**src/core/nvm_prog_consts.svh**
```systemverilog
// constants for the parallel nonvolatile programming port
//
// Overview of operation
// RL1 - programmer sets action select to 10, byte select low, command on bus
// RL2 - load strobe rising edge latches bus into command register when command selected
// RL3 - command 0001 0000 means write flash
// RL4 - action 00, byte select high: load strobe latches address high byte 0x00-0x0F
// RL5 - action 00, byte select low: load strobe latches address low byte 0x00-0xFF
// RL6 - data loading selected: load strobe latches low data byte
// RL7 - write strobe low pulse, byte select low, starts flash write, busy low
// RL8 - programmer waits for ready before next flash byte
// RL9 - programmer sets action select to 01 before loading data
// RL10 - fuse write: data bit 5 serial enable fuse, bit 0 fast start fuse
// RL11 - programmer drives reserved fuse and lock bits as one
// RL12 - fuse write by write strobe pulse, no ready/busy activity
// RL13 - lock command: data bit 2 programs lock 2, bit 1 lock 1, zero programs
// RL14 - lock bits return unprogrammed only through chip erase; the code also sets both to one on arst_n reset
// RL15 - command 0000 0100, oe low, byte select high: fuse and lock status driven
// RL16 - readback: bit7 lock1, bit6 lock2, bit5 serial enable, bit0 fast start
// RL17 - command 0000 1000, address 0-2, oe low, bs low: signature byte driven
// RL18 - data bus driven only while output enable is low
// RL19 - chip erase clears flash, eeprom, then lock bits; fuses unchanged
// RL20 - latched command, address and data held until overwritten
// RL21 - ready returns high when timed flash write completes
`ifndef NVM_PROG_CONSTS_SVH
`define NVM_PROG_CONSTS_SVH

`define ACT_ADDR 2'h0
`define ACT_DATA 2'h1
`define ACT_CMD 2'h2
`define CMD_CHIP_ERASE 8'h80
`define CMD_WRITE_FUSE 8'h40
`define CMD_WRITE_LOCK 8'h20
`define CMD_WRITE_FLASH 8'h10
`define CMD_WRITE_EEPROM 8'h11
`define CMD_READ_SIG 8'h08
`define CMD_READ_FUSE_LOCK 8'h04
`define CMD_READ_FLASH 8'h02
`define CMD_READ_EEPROM 8'h03
`define ADDR_HI_MASK 8'h0F
`define FUSE_SERIAL_PROG_ENABLE_FUSE_BIT 5
`define FUSE_FAST_START_FUSE_BIT 0
`define LOCK2_BIT 2
`define LOCK1_BIT 1
`define RB_LOCK1_BIT 7
`define RB_LOCK2_BIT 6
`define FLASH_WRITE_NS 4000
`define CLK_PERIOD_NS 10
`define FLASH_WRITE_CYCLES ((`FLASH_WRITE_NS + `CLK_PERIOD_NS - 1) / `CLK_PERIOD_NS)
`define ERASE_STEP_NS 2000
`define ERASE_STEP_CYCLES ((`ERASE_STEP_NS + `CLK_PERIOD_NS - 1) / `CLK_PERIOD_NS)
`define FLASH_WORDS 4096
`define SIG_ADDR_MAX 8'h02

`endif

```
**src/core/nvm_prog_pkg.sv**
```systemverilog
// types for the parallel nonvolatile programming port
package nvm_prog_pkg;
    typedef enum logic [1:0] {ST_IDLE, ST_FLASH, ST_ERASE_MEM, ST_ERASE_LOCK} prog_state_e;

    typedef struct packed {
        logic [1:0] action;
        logic byte_select;
        logic load_strobe;
        logic write_strobe_n;
        logic output_enable_n;
    } prog_ctrl_s;

    typedef struct packed {
        logic [3:0] hi;
        logic [7:0] lo;
    } prog_addr_s;
endpackage

```
**src/core/nvm_prog_port.sv**
```systemverilog
// parallel programming port: command, address and data latches, fuses, locks, readback
`timescale 1ns/1ns
`default_nettype none
`include "nvm_prog_consts.svh"
module nvm_prog_port
(
    input wire logic mclk,
    input wire logic arst_n,
    input wire nvm_prog_pkg::prog_ctrl_s ctrl,
    input wire logic [7:0] prog_data_bus_in,
    output logic [7:0] prog_data_bus_out,
    output logic prog_data_bus_oe,
    output logic ready_busy_n,
    output logic [11:0] flash_addr,
    output logic [7:0] flash_wdata,
    output logic flash_write,
    output logic mem_erase,
    output logic serial_prog_enable_fuse,
    output logic fast_start_fuse,
    output logic lock_bit1,
    output logic lock_bit2,
    output logic [7:0] command
);
    // ------------------------------------------------------------
    // signature values (arbitrary, not identifying any maker)
    // ------------------------------------------------------------
    localparam logic [7:0] SIG_BYTE0 = 8'h5A;
    localparam logic [7:0] SIG_BYTE1 = 8'h11;
    localparam logic [7:0] SIG_BYTE2 = 8'h22;

    // ------------------------------------------------------------
    // strobe edge detection
    // ------------------------------------------------------------
    logic load_strobe_q;
    logic write_strobe_q;
    logic load_pulse;
    logic write_pulse;
    nvm_prog_pkg::prog_addr_s addr;
    logic [7:0] data_lo;
    nvm_prog_pkg::prog_state_e state;
    logic [15:0] timer_cycles;
    logic timer_start;
    logic timer_done;

    always_ff @(posedge mclk or negedge arst_n)
    begin
        if (!arst_n)
        begin
            load_strobe_q <= 1'b0;
            write_strobe_q <= 1'b1;
        end
        else
        begin
            load_strobe_q <= ctrl.load_strobe;
            write_strobe_q <= ctrl.write_strobe_n;
        end
    end

    // inputs are synchronous, so edges are taken on the rising load and falling write strobe
    assign load_pulse = ctrl.load_strobe && !load_strobe_q;
    assign write_pulse = !ctrl.write_strobe_n && write_strobe_q;

    function automatic logic is_cmd(input logic [7:0] c, input logic [7:0] v);
        is_cmd = (c == v);
    endfunction

    // ------------------------------------------------------------
    // command, address and data latches
    // ------------------------------------------------------------
    always_ff @(posedge mclk or negedge arst_n)
    begin
        if (!arst_n)
        begin
            command <= 8'h00;
        end
        else if (load_pulse && ctrl.action == `ACT_CMD)
        begin
            command <= prog_data_bus_in; // see RL2 see RL20
        end
    end

    always_ff @(posedge mclk or negedge arst_n)
    begin
        if (!arst_n)
        begin
            addr <= '0;
        end
        else if (load_pulse && ctrl.action == `ACT_ADDR)
        begin
            if (ctrl.byte_select)
            begin
                // upper bits beyond the flash range are dropped
                addr.hi <= prog_data_bus_in[3:0]; // see RL4 see RL20
            end
            else
            begin
                addr.lo <= prog_data_bus_in; // see RL5 see RL20
            end
        end
    end

    always_ff @(posedge mclk or negedge arst_n)
    begin
        if (!arst_n)
        begin
            data_lo <= 8'hFF;
        end
        else if (load_pulse && ctrl.action == `ACT_DATA && !ctrl.byte_select)
        begin
            data_lo <= prog_data_bus_in; // see RL6 see RL20
        end
    end

    // ------------------------------------------------------------
    // operation sequencing
    // ------------------------------------------------------------
    always_ff @(posedge mclk or negedge arst_n)
    begin
        if (!arst_n)
        begin
            state <= nvm_prog_pkg::ST_IDLE;
        end
        else
        begin
            case (state)
                nvm_prog_pkg::ST_IDLE:
                begin
                    if (write_pulse && !ctrl.byte_select && is_cmd(command, `CMD_WRITE_FLASH))
                    begin
                        state <= nvm_prog_pkg::ST_FLASH; // see RL3 see RL7
                    end
                    else if (write_pulse && is_cmd(command, `CMD_CHIP_ERASE))
                    begin
                        state <= nvm_prog_pkg::ST_ERASE_MEM; // see RL19
                    end
                end
                nvm_prog_pkg::ST_FLASH:
                begin
                    if (timer_done)
                    begin
                        state <= nvm_prog_pkg::ST_IDLE; // see RL21
                    end
                end
                nvm_prog_pkg::ST_ERASE_MEM:
                begin
                    // locks stay set until both memories are fully erased
                    if (timer_done)
                    begin
                        state <= nvm_prog_pkg::ST_ERASE_LOCK; // see RL19
                    end
                end
                nvm_prog_pkg::ST_ERASE_LOCK:
                begin
                    state <= nvm_prog_pkg::ST_IDLE;
                end
                default:
                begin
                    state <= nvm_prog_pkg::ST_IDLE;
                end
            endcase
        end
    end

    assign timer_start = (state == nvm_prog_pkg::ST_IDLE) && write_pulse &&
        ((!ctrl.byte_select && is_cmd(command, `CMD_WRITE_FLASH)) || is_cmd(command, `CMD_CHIP_ERASE));
    assign timer_cycles = is_cmd(command, `CMD_CHIP_ERASE) ? 16'(`ERASE_STEP_CYCLES) : 16'(`FLASH_WRITE_CYCLES);

    nvm_prog_timer u_timer
    (
        .mclk(mclk),
        .arst_n(arst_n),
        .start(timer_start),
        .cycles(timer_cycles),
        .done(timer_done)
    );

    // fuse writes and erase leave ready high; only flash writes show busy
    assign ready_busy_n = (state != nvm_prog_pkg::ST_FLASH); // see RL7 see RL12 see RL21

    always_ff @(posedge mclk or negedge arst_n)
    begin
        if (!arst_n)
        begin
            flash_write <= 1'b0;
            flash_addr <= 12'h000;
            flash_wdata <= 8'hFF;
            mem_erase <= 1'b0;
        end
        else
        begin
            flash_write <= timer_start && is_cmd(command, `CMD_WRITE_FLASH);
            mem_erase <= timer_start && is_cmd(command, `CMD_CHIP_ERASE);
            if (timer_start)
            begin
                flash_addr <= {addr.hi, addr.lo};
                flash_wdata <= data_lo;
            end
        end
    end

    // ------------------------------------------------------------
    // fuses and lock bits (one = unprogrammed)
    // ------------------------------------------------------------
    always_ff @(posedge mclk or negedge arst_n)
    begin
        if (!arst_n)
        begin
            serial_prog_enable_fuse <= 1'b0;
            fast_start_fuse <= 1'b1;
        end
        else if (write_pulse && state == nvm_prog_pkg::ST_IDLE && is_cmd(command, `CMD_WRITE_FUSE))
        begin
            // reserved data bits ignored; programmer is expected to hold them high
            serial_prog_enable_fuse <= data_lo[`FUSE_SERIAL_PROG_ENABLE_FUSE_BIT]; // see RL10 see RL12 see RL11
            fast_start_fuse <= data_lo[`FUSE_FAST_START_FUSE_BIT]; // see RL10
        end
    end

    always_ff @(posedge mclk or negedge arst_n)
    begin
        if (!arst_n)
        begin
            lock_bit1 <= 1'b1;
            lock_bit2 <= 1'b1;
        end
        else if (state == nvm_prog_pkg::ST_ERASE_LOCK)
        begin
            lock_bit1 <= 1'b1; // see RL14 see RL19
            lock_bit2 <= 1'b1;
        end
        else if (write_pulse && state == nvm_prog_pkg::ST_IDLE && is_cmd(command, `CMD_WRITE_LOCK))
        begin
            // and-ing means a write can only program, never release
            lock_bit1 <= lock_bit1 & data_lo[`LOCK1_BIT]; // see RL13 see RL14
            lock_bit2 <= lock_bit2 & data_lo[`LOCK2_BIT]; // see RL13 see RL14
        end
    end

    // ------------------------------------------------------------
    // readback
    // ------------------------------------------------------------
    always_ff @(posedge mclk or negedge arst_n)
    begin
        if (!arst_n)
        begin
            prog_data_bus_out <= 8'hFF;
        end
        else if (is_cmd(command, `CMD_READ_FUSE_LOCK) && ctrl.byte_select)
        begin
            prog_data_bus_out <= 8'hFF;
            prog_data_bus_out[`RB_LOCK1_BIT] <= lock_bit1; // see RL15 see RL16
            prog_data_bus_out[`RB_LOCK2_BIT] <= lock_bit2; // see RL16
            prog_data_bus_out[`FUSE_SERIAL_PROG_ENABLE_FUSE_BIT] <= serial_prog_enable_fuse; // see RL16
            prog_data_bus_out[`FUSE_FAST_START_FUSE_BIT] <= fast_start_fuse; // see RL16
        end
        else if (is_cmd(command, `CMD_READ_SIG) && !ctrl.byte_select)
        begin
            case (addr.lo)
                8'h00: prog_data_bus_out <= SIG_BYTE0; // see RL17
                8'h01: prog_data_bus_out <= SIG_BYTE1;
                `SIG_ADDR_MAX: prog_data_bus_out <= SIG_BYTE2;
                default: prog_data_bus_out <= 8'hFF;
            endcase
        end
        else
        begin
            prog_data_bus_out <= 8'hFF;
        end
    end

    assign prog_data_bus_oe = !ctrl.output_enable_n; // see RL18
endmodule // nvm_prog_port
`default_nettype wire

```
**src/core/nvm_prog_timer.sv**
```systemverilog
// countdown timer used for internally timed operations
`timescale 1ns/1ns
`default_nettype none
module nvm_prog_timer
(
    input wire logic mclk,
    input wire logic arst_n,
    input wire logic start,
    input wire logic [15:0] cycles,
    output logic done
);
    logic [15:0] count;
    logic running;

    always_ff @(posedge mclk or negedge arst_n)
    begin
        if (!arst_n)
        begin
            count <= 16'h0000;
            running <= 1'b0;
        end
        else if (start)
        begin
            count <= cycles;
            running <= 1'b1;
        end
        else if (running)
        begin
            count <= count - 16'h0001;
            if (count == 16'h0001)
            begin
                running <= 1'b0;
            end
        end
    end

    assign done = running && (count == 16'h0001);
endmodule // nvm_prog_timer
`default_nettype wire

```
**config.mk**
```make
export PLATFORM = sky130hd
export DESIGN_NAME = nvm_prog_port
export DESIGN_NICKNAME = d
export VERILOG_FILES = /design/src/core/nvm_prog_pkg.sv /design/src/core/nvm_prog_port.sv /design/src/core/nvm_prog_timer.sv
export VERILOG_INCLUDE_DIRS = /design/src /design/src/core
export SDC_FILE = /design/constraint.sdc
export NUM_CORES = 1
export LEC_CHECK = 0
export CAP_MARGIN = 20
export CELL_PAD_IN_SITES_DETAIL_PLACEMENT = 1
export CELL_PAD_IN_SITES_GLOBAL_PLACEMENT = 2
export CORE_MARGIN = 2
export CORE_UTILIZATION = 40
export DETAILED_ROUTE_END_ITERATION = 16
export DONT_BUFFER_PORTS = 1
export PLACE_DENSITY_LB_ADDON = 0.1
export SETUP_SLACK_MARGIN = 0.2
export SYNTH_ARGS = -nofsm -noshare
export SYNTH_HDL_FRONTEND = slang
export SYNTH_SLANG_ARGS = --single-unit
```
**constraint.sdc**
```tcl
create_clock -name mclk -period 2.55 [get_ports mclk]
set_input_delay 0.255 -clock mclk [delete_from_list [all_inputs] [get_ports mclk]]
set_output_delay 0.255 -clock mclk [all_outputs]
set_load 0.005 [all_outputs]
```
==> key figures, run 1 <==
Run status
  • Run status: completed

Placement
  • Cells after DPL: 372
  • Total half-perimeter wirelength after legalization and detailed placement: 5380 um
  • Count of input and output buffers: 0
  • Placer congestion estimate: 0.767

Power and ir drop
  • PwrDens: 876 nW/um2
  • Total power consumption of the routed design: 3.41 mW
  • Maximum ir drop on the vdd rail: 0.000388 V
  • Cell leakage power: 1.59 nW

Die
  • Site Rows: 34
  • Area inside the core boundary: 8590 um2
  • Overall die width: 97.5 um
  • Count of boundary I/O pins: 60
  • DIE AREA: 9510 um2
  • DIE HEIGHT: 97.5 um
  • Initial core utilization: 0.407

Route
  • DR WL/cell: 19.5 um
  • DR DRC count: 0
  • 1st-iter DRT viols: 79
  • Via count: 2,073
  • Total detailed-routing wirelength: 7630 um
  • Post-detailed-route via-to-cell ratio: 5.29
  • Pre-antenna DRT Iters: 4
  • Remaining number of nets flagged by the antenna check after routing: 0

Timing
  • Final-report hold violation count: 0
  • Period utilisation layout: 0.796
  • Achievable Freq: 0.493 GHz
  • Total count of max-transition violations in the final report: 0
  • Final total negative setup slack: 0 ns
  • Post-route minimum period: 2.03 ns
  • RSZ-0062 raised after global routing: no
  • Actual slew at the worst max-slew pin: 0.799 ns
  • Final Skew: 0.00976 ns
  • Final setup violating endpoints: 0
  • Max-slew headroom: 0.467

Setup path
  • Register-to-register setup slack: 0.52 ns
  • Kind of start point of the critical path: flop
  • Setup crit end kind: flop
  • Worst-path maximum fanout: 7
  • Critical path required time: 2.78 ns
  • Arrival time at the worst endpoint: 2.26 ns
  • Worst setup path class: flop to flop

Synth
  • Unique cell type count in the Yosys netlist: 44
  • Largest cells by area after synthesis: sky130_fd_sc_hd__dfrtp_1 (39%), sky130_fd_sc_hd__dfstp_2 (21%), sky130_fd_sc_hd__mux2_2 (15%), sky130_fd_sc_hd__xnor2_1 (2.5%), sky130_fd_sc_hd__nand2_1 (1.9%)
  • Area share of the largest cell type after synthesis: 0.393
  • Register bit total from synthesis: 83
  • Mapped Cells: 262
  • Count of flip-flops with a built-in enable after synthesis: 0
  • Number of warnings reported in the yosys synthesis log: 0
  • Cell taking the most area after synthesis: sky130_fd_sc_hd__dfrtp_1
  • Sequential element share of the synthesized area: 0.604
  • Mean cell area of the mapped netlist: 13.4 um2
  • Top FF cell, synth: sky130_fd_sc_hd__dfrtp_1
  • Total standard cell area after synthesis: 3500 um2
  • Fraction of synthesis flops using an asynchronous set or reset pin: 1.00
  • Total nets after synthesis: 280

Clock tree
  • Clock slew seen by the registers of the worst setup and hold paths: 0.09 ns
  • Total setup buffers inserted after CTS: 0
  • Root Buffer: sky130_fd_sc_hd__clkbuf_8
  • H-Tree Depth: 3
  • Later-pin clock latency in the skew report: 0.35 ns
  • Clock tree from TritonCTS: yes
  • Total clock buffers created by CTS: 9
  • Number of sinks handled by clock tree synthesis: 83
  • Post-cts repair resize count: 0
  • Buffer depth of the longest clock path: 2

Finish
  • Proportion of layout cells with a drive suffix above 1: 0.384
  • Count of placed standard cells in the final layout, fillers left out: 392
  • Synthesis-to-layout area growth: 11.3%
  • Nets@finish: 297
  • Commonest non-fill, non-tap cell in the layout: sky130_fd_sc_hd__dfrtp_1
  • Number of diodes: 0
  • Commonest non-fill, non-tap cells in the layout: sky130_fd_sc_hd__dfrtp_1 (55), sky130_fd_sc_hd__mux2_2 (46), sky130_fd_sc_hd__dfstp_2 (28), sky130_fd_sc_hd__nor2_1 (18), sky130_fd_sc_hd__nand2_1 (18)

GRT
  • Largest net degree at the start of global routing: 84
  • Remaining global-route overflow: 0
  • Global-route wire length before repair: 12,500 um
  • Antenna violations before repair: 0
  • Aggregate global-route resource usage: 0.167
  • Vias in the first global route: 2,258

Worst hold path
  • Worst hold path type: input port to flop

Run
  • Max-cap violations: 0
## path summary, 6_finish.rpt
kind | startpoint | endpoint | cells after the start
max in group asynchronous | arst_n | flash_wdata[7] | 2
min in group asynchronous | arst_n | mem_erase | 2
max | command[3] | flash_addr[10] | 5
max reg2reg | command[3] | flash_addr[10] | 5
min | prog_data_bus_in[1] | addr[1] | 2
min reg2reg | addr[11] | flash_addr[11] | 1
## logic make-up after synthesis
| kind of cell | after synthesis | synth area share |
|---|---|---|
| compound gates | 20 | 0.0400 |
| buf+inv | 11 | 0.0132 |
| mux | 51 | 0.165 |
| fa+ha+maj | 2 | 0.00715 |
| flops | 83 | 0.604 |
| xor+xnor | 14 | 0.0350 |
| simple gates | 81 | 0.136 |
## cells in the mapped netlist, drive strengths merged, types with 5 or more instances
library cell	n
dfstp	28
nand3	6
nor2	18
nand2	18
mux2	48
inv	7
xnor2	10
o21ai	5
nor3	7
dfrtp	55
nor4	9
## through the flow
step | hold WS, ns | area [um2] | utilization | setup slack (ns)
final | 0.0429 | 3890 | 0.453 | 0.521
after global routing | 0.0289 | 3890 | 0.453 | 0.339
after CTS | 0.0195 | 3890 | 0.453 | 0.494
after detailed placement | -0.0374 | 3660 | 0.426 | 0.514
after global placement | -0.0378 | 3660 | 0.426 | 0.541
after floorplan | -0.0406 | 3500 | - | 0.671
## layout make-up
type	instances	area, um2
fillers	906	4700
flip-flops and latches	83	2110
multi-input cells	168	1340
well taps	108	135
clock buffers	10	128
repair buffers	10	103
clock inverters	6	48.8
inverters	7	26.3
## worst max-delay path, cell delays in order (launching register included)
cell and delay (ns):
sky130_fd_sc_hd__dfrtp_1 0.46, sky130_fd_sc_hd__nor4b_4 0.39, sky130_fd_sc_hd__nand3_4 0.16, sky130_fd_sc_hd__a21oi_2 0.36, sky130_fd_sc_hd__buf_4 0.21, sky130_fd_sc_hd__mux2_2 0.33
## what timing repair did
item	CTS	global route
hold endpoints to repair	85	0
endpoints found under the setup margin	0	0
hold buffers	4	0
## report_power, final
group	internal (mW)	switching [mW]
logic	0.312	0.295
registers	1.65	0.305
clock network	0.362	0.490
total	2.32	1.09
## sequential cells by signal, summed over array words and instances, names as in the netlist, 2 cells and up
signal             cells
u_timer.count         16
addr                  12
flash_addr            12
command                8
data_lo                8
flash_wdata            8
prog_data_bus_out      8
state                  2
## metal layers
metal	up-vias	global-route usage	part of all wire
li1	966	-	-
met4	0	0.0513	0.011
met5	-	0	0
met3	8	0.0554	0.062
met2	54	0.267	0.47
met1	1045	0.218	0.46
Note: power is estimated with default switching activity, not from simulation.
==> run 2, diff against run 1 <==
ABC_AREA = 1   (was default)
CORE_UTILIZATION = 37   (was 40)
clock period = 2.1 ns   (was 2.55 ns; I/O delays follow)
==> key figures, run 2 <==
Run status
  • Run status: finished with violations
  • Violations in the final reports: negative hold slack

Clock tree
  • Number of sinks handled by clock tree synthesis: 83
  • Later-pin clock latency in the skew report: 0.36 ns
  • Root Buffer: sky130_fd_sc_hd__clkbuf_8
  • Total clock buffers created by CTS: 9
  • CTS Hold Buffers Added: 3
  • Buffer depth of the longest clock path: 2
  • Clock slew seen by the registers of the worst setup and hold paths: 0.09 ns
  • H-Tree Depth: 3
  • Clock tree from TritonCTS: yes

Setup path
  • Worst setup path class: flop to flop
  • Logic depth of the worst register-to-register path: 9
  • Kind of start point of the critical path: flop
  • Beginning of the worst register-to-register path: u_timer.count[0]
  • CP max-delay cell: sky130_fd_sc_hd__dfrtp_1
  • Number of cells on the critical path: 9
  • Cells along the critical path: inv_1 > ha_1 > nand2_1 > nor2_2 > nand2_1 > nor2_1 > nand2_1 > o21ai_0 > nor2_1
  • Slowest Stage Delay on Critical Path: 0.40 ns
  • Register-to-register setup slack: 0.47 ns
  • Worst path bufs/invs: 1
  • Worst flop-to-flop path endpoint: u_timer.count[14]
  • Timing startpoint of the critical path: u_timer.count[0]
  • Critical path required time: 2.36 ns
  • Setup crit end kind: flop
  • Crit path max-delay family: simple AND/OR/NAND/NOR gates
  • Worst-path maximum fanout: 3
  • Most numerous cell on the critical path: sky130_fd_sc_hd__nand2_1
  • Arrival time at the worst endpoint: 1.89 ns

Finish
  • Nets@finish: 482
  • Commonest non-fill, non-tap cells in the layout: sky130_fd_sc_hd__nand2_1 (146), sky130_fd_sc_hd__dfrtp_1 (55), sky130_fd_sc_hd__inv_1 (51), sky130_fd_sc_hd__o21ai_0 (41), sky130_fd_sc_hd__nor2_1 (38)
  • Number of flip-flops under the largest register name: 16
  • Commonest non-fill, non-tap cell in the layout: sky130_fd_sc_hd__nand2_1
  • Registers with the most flip-flops: u_timer.count (16), addr (12), flash_addr (12)
  • Number of diodes: 0
  • Count of placed standard cells in the final layout, fillers left out: 605
  • Layout Cell Area excl Fill: 4200 um2
  • Proportion of layout cells with a drive suffix above 1: 0.147
  • Number of inserted filler cells in the final layout: 1,221
  • Largest register by flop count: u_timer.count
  • Synthesis-to-layout area growth: 10.5%

Power and ir drop
  • Maximum ir drop on the vdd rail: 0.000389 V
  • PwrDens: 1100 nW/um2
  • Cell leakage power: 2.05 nW
  • Total power consumption of the routed design: 4.64 mW

Die
  • DIE AREA: 11,100 um2
  • Overall die width: 105 um
  • Area inside the core boundary: 10,100 um2
  • Site Rows: 37
  • Initial core utilization: 0.375
  • Count of boundary I/O pins: 60
  • DIE HEIGHT: 105 um

Route
  • Post-detailed-route via-to-cell ratio: 4.79
  • Pre-antenna DRT Iters: 4
  • Total detailed-routing wirelength: 9750 um
  • DR WL/cell: 16.1 um
  • 1st-iter DRT viols: 122
  • Remaining number of nets flagged by the antenna check after routing: 0
  • Via count: 2,897
  • DR DRC count: 0

Synth
  • Top FF cell, synth: sky130_fd_sc_hd__dfrtp_1
  • Proportion of synthesized area in mux cells: 0
  • Register bit total from synthesis: 83
  • XOR/XNOR Fraction of Synth Area: 0.0138
  • Top-count cell post-synth: sky130_fd_sc_hd__nand2_1
  • Sequential element share of the synthesized area: 0.555
  • Cell taking the most area after synthesis: sky130_fd_sc_hd__dfrtp_1
  • Count of flip-flops with a built-in enable after synthesis: 0
  • Unique cell type count in the Yosys netlist: 30
  • Number of warnings reported in the yosys synthesis log: 0
  • Mapped Cells: 455
  • Fraction of the mapped netlist area in compound gates: 0.0611
  • Area share of the largest cell type after synthesis: 0.362
  • Total nets after synthesis: 473
  • Fraction of synthesis flops using an asynchronous set or reset pin: 1.00
  • Total standard cell area after synthesis: 3810 um2
  • Largest cells by area after synthesis: sky130_fd_sc_hd__dfrtp_1 (36%), sky130_fd_sc_hd__dfstp_2 (19%), sky130_fd_sc_hd__nand2_1 (14%), sky130_fd_sc_hd__o21ai_0 (5.4%), sky130_fd_sc_hd__inv_1 (5.0%)
  • Mean cell area of the mapped netlist: 8.37 um2
  • Post-synthesis adder-cell area fraction: 0.00657
  • Commonest cells in the netlist: sky130_fd_sc_hd__nand2_1 (146), sky130_fd_sc_hd__dfrtp_1 (55), sky130_fd_sc_hd__inv_1 (51)
  • Post-synthesis simple-gate area fraction: 0.289
  • Main combinational cell family by area after synthesis: simple AND/OR/NAND/NOR gates

GRT
  • Aggregate global-route resource usage: 0.193
  • Antenna violations before repair: 0
  • Global-route wire length before repair: 16,400 um
  • Largest net degree at the start of global routing: 84
  • Vias in the first global route: 3,177
  • Remaining global-route overflow: 0

Timing
  • Post-route minimum period: 1.63 ns
  • Final setup violating endpoints: 0
  • Total count of max-transition violations in the final report: 0
  • RSZ-0062 raised after global routing: no
  • Final-report hold violation count: 83
  • Worst Hold Margin: -0.467 ns
  • Achievable Freq: 0.613 GHz
  • Final Skew: 0.00766 ns
  • Period utilisation layout: 0.777
  • Final total negative setup slack: 0 ns
  • Actual slew at the worst max-slew pin: 0.562 ns
  • Max-slew headroom: 0.625

Placement
  • Total half-perimeter wirelength after legalization and detailed placement: 7060 um
  • Post-place instance area: 3940 um2
  • Count of input and output buffers: 0
  • Placer congestion estimate: 0.755
  • Cells after DPL: 586

Run
  • Max-cap violations: 0

Worst hold path
  • Worst hold path type: input port to asynchronous set/reset pin
[run 2: cell types whose count changed after synthesis, moves of 9 or more]
cell	previous run	this run
sky130_fd_sc_hd__inv_1	7	51
sky130_fd_sc_hd__mux2_2	46	0
sky130_fd_sc_hd__nand2_1	18	146
sky130_fd_sc_hd__nand3_1	5	36
sky130_fd_sc_hd__nor2_1	18	39
sky130_fd_sc_hd__o21ai_0	5	41
sky130_fd_sc_hd__xnor2_1	10	1
[run 2: worst max-delay path by stage]
stage / slack [ns] / endpoint
floorplan: 0.65 / u_timer.count[14]
global placement: 0.41 / u_timer.count[14]
detailed placement: 0.38 / u_timer.count[0]
CTS: 0.37 / u_timer.count[0]
global route: 0.24 / u_timer.count[14]
finish: 0.47 / u_timer.count[14]
[run 2: power breakdown]
| part | total [mW] | internal [mW] | switching (mW) |
|---|---|---|---|
| clock | 1.34 | 0.734 | 0.604 |
| sequential | 2.30 | 1.98 | 0.322 |
| combinational | 0.995 | 0.370 | 0.625 |
[run 2: cell type report]
cell class              instances  area [um2]  area share
repair buffers                  6        56.3      0.0134
clock buffers                  12         155      0.0369
multi-input cells             306        1410       0.336
clock inverters                 4        72.6      0.0173
inverters                      58         225      0.0536
well taps                     136         170      0.0405
flip-flops and latches         83        2110       0.502
[run 2: repair_timing]
action / in CTS / in global routing
endpoints found under the setup margin: 0 / 4
setup buffers: 0 / 0
resized for setup: 0 / 2
hold endpoints to repair: 86 / 83
[run 2: logic make-up (layout without fill, tap and decap cells)]
logic type,Yosys count,after routing
adders and majority gates,2,2
buffers and inverters,66,80
AOI/OAI and AO/OA,46,46
and+or+nand+nor,252,252
DFF,83,83
xor gates and xnor gates,6,6
[run 2: per-layer routing]
metal / share of wire / vias up / global-route usage
met5: 0 / - / 0
met4: 0.011 / 0 / 0.0514
met3: 0.040 / 8 / 0.0557
met2: 0.52 / 31 / 0.337
met1: 0.43 / 1414 / 0.232
li1: - / 1444 / -
[run 2: stage by stage]
stage                     setup WS [ns]  utilization
after floorplan                   0.646            -
after global placement            0.406        0.389
after detailed placement          0.383        0.389
after CTS                         0.369        0.414
after global routing              0.237        0.415
final                             0.468        0.415
